`config.mk`:
```
export PLATFORM = sky130hd
export DESIGN_NAME = port_status_reset_rate_limit
export DESIGN_NICKNAME = d
export VERILOG_FILES = /design/src/verilog/switch_regs_pkg.sv /design/src/verilog/rate_if.sv /design/src/verilog/port_status_reset_rate_limit.sv /design/src/verilog/rate_limiter.sv
export SDC_FILE = /design/constraint.sdc
export NUM_CORES = 1
export LEC_CHECK = 0
export BUFFER_PORTS_ARGS = -buffer_cell sky130_fd_sc_hd__buf_2
export CORE_UTILIZATION = 41
export CTS_CLUSTER_SIZE = 10
export DETAILED_ROUTE_END_ITERATION = 6
export PLACE_DENSITY_LB_ADDON = 0.08
export SLEW_MARGIN = 25
export SYNTH_ARGS = -nofsm -noshare
export SYNTH_HDL_FRONTEND = slang
export SYNTH_SLANG_ARGS = --single-unit
```
`constraint.sdc`:
```
create_clock -name clock -period 8.95 [get_ports clock]
set_input_delay 0.895 -clock clock [delete_from_list [all_inputs] [get_ports clock]]
set_output_delay 0.895 -clock clock [all_outputs]
set_load 0.02 [all_outputs]
```
`src/verilog/switch_regs_pkg.sv`:
```
package switch_regs_pkg;

    // Register addresses on the management register port.
    localparam logic [7:0] ADDR_P1_STATUS_B = 8'h1F;
    localparam logic [7:0] ADDR_P2_STATUS_B = 8'h2F;
    localparam logic [7:0] ADDR_P3_STATUS_B = 8'h3F;
    localparam logic [7:0] ADDR_RESET_CTRL  = 8'h43;

    // Field positions in the per-port secondary status register.
    localparam int XOVER_BIT   = 7;
    localparam int RSVD_BIT    = 6;
    localparam int POLRV_BIT   = 5;
    localparam int TXFC_BIT    = 4;
    localparam int RXFC_BIT    = 3;
    localparam int SPEED_BIT   = 2;
    localparam int DUPLEX_BIT  = 1;
    localparam int FEFAULT_BIT = 0;

    // Field positions in the global reset register.
    localparam int SOFT_RST_BIT = 4;
    localparam int PCS_RST_BIT  = 0;

    // Reset values.
    localparam logic       XOVER_RESET = 1'b1;
    localparam logic       RSVD_VALUE  = 1'b0;
    localparam logic [7:0] RESET_CTRL_RESET = 8'h00;

    // Rate-limit code points.
    localparam logic [6:0] CODE_NONE      = 7'h00;
    localparam logic [6:0] CODE_MAX_100   = 7'h63;
    localparam logic [6:0] CODE_FULL_100  = 7'h64;
    localparam logic [6:0] CODE_MAX_10    = 7'h09;
    localparam logic [6:0] CODE_FULL_10   = 7'h0A;
    localparam logic [6:0] CODE_SUB_FIRST = 7'h65;
    localparam logic [6:0] CODE_SUB_LAST  = 7'h73;
    localparam int         KBPS_PER_MBPS  = 1000;
    localparam int         KBPS_SUB_STEP  = 64;

    // Credit is kept in millibits; a byte costs eight thousand of them.
    localparam int CLK_PERIOD_NS = 4;
    localparam int TICK_NS       = 1000;
    localparam int TICK_CYCLES   = TICK_NS / CLK_PERIOD_NS;
    localparam int BYTE_COST_MB  = 8000;
    localparam int BUCKET_MB     = 12144000;

endpackage
```
`src/verilog/rate_if.sv`:
```
`timescale 1ns/1ps
interface rate_if;
    logic       tick;
    logic       clear;
    logic       is_100;
    logic [6:0] code;
    logic       valid;
    logic       ready;

    modport ctrl    (output tick, output clear, output is_100, output code,
                     output valid, input ready);
    modport limiter (input tick, input clear, input is_100, input code,
                     input valid, output ready);
endinterface

```
`src/verilog/port_status_reset_rate_limit.sv`:
```
`timescale 1ns/1ps
// Summary of operation
// - Status bit 7 selects crossover algorithm, read-write, resets to one.
// - Crossover select only drives the two copper ports; port three bit does nothing.
// - Bit 5 reads copper port receive polarity reversal; zero on port three.
// - Bit 4 reads one while transmit flow control is active.
// - Bit 3 reads one while receive flow control is active.
// - Bit 2 reads one at 100 Mbps, zero at 10 Mbps.
// - Bit 1 reads one at full duplex, zero at half duplex.
// - Bit 0 reads far-end fault, meaningful on port one only.
// - Reset register bit 4 returns all other registers to reset values.
// - Reset register bit 0 resets the PHY coding sublayer.
// - At 100BT codes 1 to 0x63 limit to that many Mbps.
// - At 100BT codes 0 and 0x64 mean no limit.
// - At 10BT codes 1 to 0x09 limit to that many Mbps.
// - At 10BT codes 0 and 0x0A mean no limit.
// - Codes 0x65 to 0x73 give 64 kbps steps up to 960 kbps.
module port_status_reset_rate_limit (
    input  wire logic       clock,
    input  wire logic       rst_n,
    input  wire logic [7:0] reg_addr,
    input  wire logic       reg_wr,
    input  wire logic       reg_rd,
    input  wire logic [7:0] reg_wdata,
    output logic      [7:0] reg_rdata,
    output logic            reg_rvalid,
    input  wire logic [1:0] polarity_reversed,
    input  wire logic [2:0] tx_flow_active,
    input  wire logic [2:0] rx_flow_active,
    input  wire logic [2:0] speed_100,
    input  wire logic [2:0] full_duplex,
    input  wire logic       far_end_fault,
    output logic      [1:0] crossover_algo_select,
    output logic            soft_reset,
    output logic            pcs_reset,
    input  wire logic       limit_speed_100,
    input  wire logic [6:0] ingress_rate_code,
    input  wire logic [6:0] egress_rate_code,
    input  wire logic       ingress_valid,
    output logic            ingress_ready,
    input  wire logic       egress_valid,
    output logic            egress_ready
);
    import switch_regs_pkg::*;

    typedef struct packed {
        logic [2:0] xover;
        logic       soft_rst;
        logic       pcs_rst;
        logic [7:0] rdata;
        logic       rvalid;
        logic [7:0] tick_cnt;
        logic       tick;
    } top_state_t;

    top_state_t state;
    top_state_t next_state;

    rate_if ingress_link ();
    rate_if egress_link ();

    // Builds the secondary status byte of one port from the live status inputs.
    function automatic logic [7:0] status_byte(input int p, input logic xsel);
        logic [7:0] b;
        b = 8'h00;
        b[XOVER_BIT]  = xsel;
        b[RSVD_BIT]   = RSVD_VALUE;
        b[POLRV_BIT]  = (p < 2) ? polarity_reversed[p[0]] : 1'b0;
        b[TXFC_BIT]   = tx_flow_active[p];
        b[RXFC_BIT]   = rx_flow_active[p];
        b[SPEED_BIT]  = speed_100[p];
        b[DUPLEX_BIT] = full_duplex[p];
        b[FEFAULT_BIT] = (p == 0) ? far_end_fault : 1'b0;
        return b;
    endfunction

    // Register reads, writes, software reset and the one-microsecond tick.
    always_comb
    begin
        next_state = state;
        next_state.rvalid = 1'b0;
        next_state.tick = 1'b0;
        if (state.tick_cnt == 8'(TICK_CYCLES - 1))
        begin
            next_state.tick_cnt = 8'h00;
            next_state.tick = 1'b1;
        end
        else
        begin
            next_state.tick_cnt = state.tick_cnt + 8'h01;
        end
        if (reg_wr)
        begin
            unique case (reg_addr)
                ADDR_P1_STATUS_B: next_state.xover[0] = reg_wdata[XOVER_BIT];
                ADDR_P2_STATUS_B: next_state.xover[1] = reg_wdata[XOVER_BIT];
                ADDR_P3_STATUS_B: next_state.xover[2] = reg_wdata[XOVER_BIT];
                ADDR_RESET_CTRL:
                begin
                    next_state.soft_rst = reg_wdata[SOFT_RST_BIT];
                    next_state.pcs_rst  = reg_wdata[PCS_RST_BIT];
                end
                default: ;
            endcase
        end
        if (reg_rd)
        begin
            next_state.rvalid = 1'b1;
            unique case (reg_addr)
                ADDR_P1_STATUS_B: next_state.rdata = status_byte(0, state.xover[0]);
                ADDR_P2_STATUS_B: next_state.rdata = status_byte(1, state.xover[1]);
                ADDR_P3_STATUS_B: next_state.rdata = status_byte(2, state.xover[2]);
                ADDR_RESET_CTRL:
                begin
                    next_state.rdata = RESET_CTRL_RESET;
                    next_state.rdata[SOFT_RST_BIT] = state.soft_rst;
                    next_state.rdata[PCS_RST_BIT]  = state.pcs_rst;
                end
                default: next_state.rdata = 8'h00;
            endcase
        end
        // Held software reset keeps all other registers at their reset values.
        if (state.soft_rst)
            next_state.xover = {3{XOVER_RESET}};
    end

    // State register with synchronous reset.
    always_ff @(posedge clock)
    begin
        if (!rst_n)
        begin
            state <= '0;
            state.xover <= {3{XOVER_RESET}};
        end
        else
        begin
            state <= next_state;
        end
    end

    // Only the copper ports drive a crossover engine.
    assign crossover_algo_select = state.xover[1:0];
    assign soft_reset = state.soft_rst;
    assign pcs_reset  = state.pcs_rst;
    assign reg_rdata  = state.rdata;
    assign reg_rvalid = state.rvalid;

    // Ingress and egress limiters share the tick and the software reset.
    assign ingress_link.tick   = state.tick;
    assign ingress_link.clear  = state.soft_rst;
    assign ingress_link.is_100 = limit_speed_100;
    assign ingress_link.code   = ingress_rate_code;
    assign ingress_link.valid  = ingress_valid;
    assign ingress_ready       = ingress_link.ready;
    assign egress_link.tick    = state.tick;
    assign egress_link.clear   = state.soft_rst;
    assign egress_link.is_100  = limit_speed_100;
    assign egress_link.code    = egress_rate_code;
    assign egress_link.valid   = egress_valid;
    assign egress_ready        = egress_link.ready;

    rate_limiter ingress_limiter (
        .clock (clock),
        .rst_n (rst_n),
        .lim   (ingress_link.limiter)
    );

    rate_limiter egress_limiter (
        .clock (clock),
        .rst_n (rst_n),
        .lim   (egress_link.limiter)
    );
endmodule

```
`src/verilog/rate_limiter.sv`:
```
`timescale 1ns/1ps
module rate_limiter #(
    parameter int BUCKET = switch_regs_pkg::BUCKET_MB
) (
    input  wire logic   clock,
    input  wire logic   rst_n,
    rate_if.limiter     lim
);
    import switch_regs_pkg::*;

    typedef struct packed {
        logic [23:0] credit;
        logic        unlim;
        logic        ready;
    } lim_state_t;

    lim_state_t state;
    lim_state_t next_state;

    // Returns the allowed rate in kbps, or zero when the code means no limit.
    function automatic logic [16:0] limit_kbps(input logic [6:0] code,
                                               input logic is_100);
        logic [16:0] r;
        r = 17'h00000;
        if (code >= CODE_SUB_FIRST && code <= CODE_SUB_LAST)
            r = 17'((code - 7'h64) * KBPS_SUB_STEP);
        else if (is_100 && code != CODE_NONE && code <= CODE_MAX_100)
            r = 17'(code * KBPS_PER_MBPS);
        else if (!is_100 && code != CODE_NONE && code <= CODE_MAX_10)
            r = 17'(code * KBPS_PER_MBPS);
        return r;
    endfunction

    assign lim.ready = state.ready;

    // Token bucket: spend a byte's cost per transfer, refill once per microsecond.
    always_comb
    begin
        logic [24:0] sum;
        logic [16:0] kbps;
        sum = 25'h0000000;
        kbps = limit_kbps(lim.code, lim.is_100);
        next_state = state;
        next_state.unlim = (kbps == 17'h00000);
        if (lim.valid && state.ready && state.credit >= 24'(BYTE_COST_MB))
            next_state.credit = state.credit - 24'(BYTE_COST_MB);
        if (lim.tick)
        begin
            sum = {1'b0, next_state.credit} + {8'h00, kbps};
            next_state.credit = (sum > 25'(BUCKET)) ? 24'(BUCKET) : sum[23:0];
        end
        next_state.ready = next_state.unlim
                           || next_state.credit >= 24'(BYTE_COST_MB);
        if (lim.clear)
            next_state = '0;
    end

    // State register with synchronous reset.
    always_ff @(posedge clock)
    begin
        if (!rst_n)
            state <= '0;
        else
            state <= next_state;
    end
endmodule

```
==> out/results.ini <==
[placed_design]
port_buffers=60
dp_cells=1534
gp_congestion=0.820
dpl.hpwl_um=19600

[worst_hold_path]
holdCritStartpoint=ingress_limiter.state[4]
holdPathStages=2
hp-class=reg2reg

[route]
drt-pass1-iter-count=5
vias_per_cell=5.53
wl_per_cell_um=15.8
ant_nets=0
drc=0
vias=8569
first_iter_violations=480
drt-total-wl_um=24500

[global_route]
track_usage_pct=21.2
grt_pass1_wl_um=41700
antenna_found_initial=0
grt_max_degree=50
grt_overflow=0
grt_pass1_vias=8275

[worst_setup_path]
worstPathRequired_ns=9.22
rr_startpoint=egress_limiter.state[25]
r2r_cells=19
crit_arrival_ns=8.22
start_kind=primary input
critPathKind=in2reg
crit_fanout=19
end_kind=register
cp-startpoint=egress_rate_code[3]

[logic_synthesis]
syn_area_um2=9610
ys_seq_area_share_pct=15.0
synth_top_area_share_pct=17.6
yosys.area_share.simple_pct=20.3
synth_compound_gate_area_share_pct=24.1
async_reset_ff_share_pct=0
ys_seq_elements=72
synth_edf_count=0
yosys-top-cells-area=ha_1, dfxtp_1, fa_1
yosys.area.top_type=ha_1
synth_nets=1411
synthMuxAreaShare_pct=1.56
syn_inst=1186
synthXorXnorAreaFrac_pct=7.81
synth_ff_type=dfxtp_1
syn_area_per_cell_um2=8.11
synth_top_family_by_area=adder cells
synth_cell_types=99
yosysWarnings=0
synth_adder_area_share_pct=25.5

[cts]
cts_root_buf=clkbuf_16
htree_num_levels=3
cts_tree=built
clock_sink_count=72
cts.repair.resized=0
cts_inserted_buffers=9
clk_latency_ns=0.34
holdBufCountCts=0
clkTransAtPathRegs_ns=0.06
post_cts.repair.setup_buffers=0
cts_buffer_depth=2

[power]
power_density_nw_per_um2=155
peakVddDrop_mv=0.121
power_leakage_nw=4.70
power_mw=1.63

[cells_and_area]
antennaDiodeCount=0
final_cells=1549
area_growth_pct=9.29
fin_nets=1457
layout-drive-gt1-share_pct=10.6
fillCellCount=2342

[sta]
hold_viol=0
setup_viol=0
finalMaxSlewViolations=0
timing.fmax_mhz=126
grt_setup_unrepaired=no
slew_headroom_pct=38.2
fin_crit_ns=7.95
setup-tns-final_ns=0
fin_crit_sh_pct=88.8
clock_skew_ns=0.00732
tightest_slew_ns=0.919

[floorplanning]
core_um2=22800
rows=55
die_w_um=155
pin_count=67
dieArea_um2=24100
fp.dieH_um=155
initial_utilization_pct=42.1

[job]
maxCapViolations=0

[run_status]
outcome=completed

[per-stage QoR]
stage	instance area, um2	hold WS, ns	setup WS (ns)	util [%]
3_3_place_gp	10200	0.416	0.684	44.7
4_1_cts	10500	0.429	1.05	46.0
2_1_floorplan	9610	0.408	1.97	-
3_5_place_dp	10200	0.420	0.719	44.7
5_1_grt	10500	0.449	0.510	46.0
6_report	10500	0.426	0.998	46.0
[synthesized netlist by cell type, drive strengths merged, types with 7 or more instances]
cell,instances
mux2,8
nor2b,9
a31oi,17
o22ai,11
or3,7
a21o,25
nor4,11
o211ai,12
a211oi,20
nor2,100
fa,38
and2,16
dfxtp,72
xor2,37
and3,19
o21ai,74
o21bai,10
clkbuf,19
buf,18
xnor2,47
ha,135
nand2b,12
nand3,46
a22oi,11
a21oi,80
nand4,17
o31ai,10
o21a,7
nor3,28
nand2,74
inv,97
[routing by layer]
layer / global-route usage, % / share of wire [%] / up-vias
met1: 29.5 / 50 / 4009
met5: 0 / 0 / -
met2: 35.5 / 46 / 146
met4: 3.06 / 0.60 / 0
met3: 2.81 / 3.4 / 13
li1: - / - / 4401
[placed cells by master, fill, tap and decap left out, types with 7 or more instances in the layout]
cell / count
a211oi_1: 20
a21o_1: 25
a21oi_1: 78
a22oi_1: 10
a31oi_1: 16
and2_1: 14
and3_1: 19
buf_2: 60
buf_4: 12
clkbuf_16: 9
dfxtp_1: 72
fa_1: 38
ha_1: 135
inv_1: 97
mux2_2: 8
nand2_1: 74
nand2b_1: 12
nand3_1: 46
nand4_1: 15
nor2_1: 99
nor2b_1: 9
nor3_1: 27
nor4_1: 9
o211ai_1: 10
o21ai_0: 60
o21ai_1: 11
o21bai_1: 10
o22ai_1: 11
o31ai_1: 8
or3_1: 7
xnor2_1: 46
xor2_1: 36
[flip-flops by register name (all words and copies together), names as in the netlist]
register                   count
egress_limiter.lim.ready       1
ingress_limiter.state         24
state                          9
reg_rdata                      7
egress_limiter.state          24
crossover_algo_select          2
reg_rvalid                     1
egress_link.tick               1
ingress_limiter.lim.ready      1
soft_reset                     1
pcs_reset                      1
[kinds of logic (layout without fill, tap and decap cells)]
| group | after synthesis | count (layout) |
|---|---|---|
| AO/OA/AOI/OAI | 335 | 335 |
| XOR/XNOR | 84 | 84 |
| adder cells (fa/ha/maj) | 173 | 173 |
| buffers and inverters | 134 | 184 |
| flip-flops | 72 | 72 |
| multiplexers | 14 | 14 |
| other | 1 | 1 |
| AND/OR/NAND/NOR | 373 | 373 |
[layout make-up]
cell class	instances	area, um2	share of cell area, %
well taps	313	392	3.73
repair buffers	72	390	3.72
clock inverters	5	57.6	0.548
flip-flops and latches	72	1440	13.7
clock buffers	10	239	2.27
inverters	97	364	3.47
multi-input cells	980	7620	72.5
[worst max-delay path, stage by stage]
cell       delay [ns]
buf_2            0.15
inv_1            0.34
ha_1             0.33
fa_1             0.48
inv_1            0.05
fa_1             0.47
fa_1             0.51
inv_1            0.04
ha_1             0.33
o21ai_0          0.13
o21bai_1         0.10
a21oi_1          0.28
o21bai_1         0.11
a21oi_1          0.24
o21ai_0          0.15
xnor2_1          0.15
o21ai_0          0.35
ha_1             0.39
a21o_1           0.26
o41ai_4          0.60
nand2_1          0.11
a21oi_1          0.18
a2bb2oi_1        0.19
o21bai_1         0.14
a21oi_4          0.50
and2_1           0.39
a22oi_1          0.16
o211ai_2         0.18
[power by group]
group          internal (mW)  total [mW]  switching [mW]
Clock                  0.221       0.360           0.139
Combinational          0.396       0.942           0.546
Sequential             0.326       0.331         0.00512
Total                  0.943        1.63           0.690
[path summary, 6_finish.rpt]
check,endpoint,slack [ns]
setup / recovery,egress_limiter.lim.ready,1.0
hold / removal,ingress_limiter.state[4],0.43
setup reg to reg,egress_limiter.lim.ready,3.02
hold reg to reg,ingress_limiter.state[4],0.43
(Power assumes the default switching activity.)
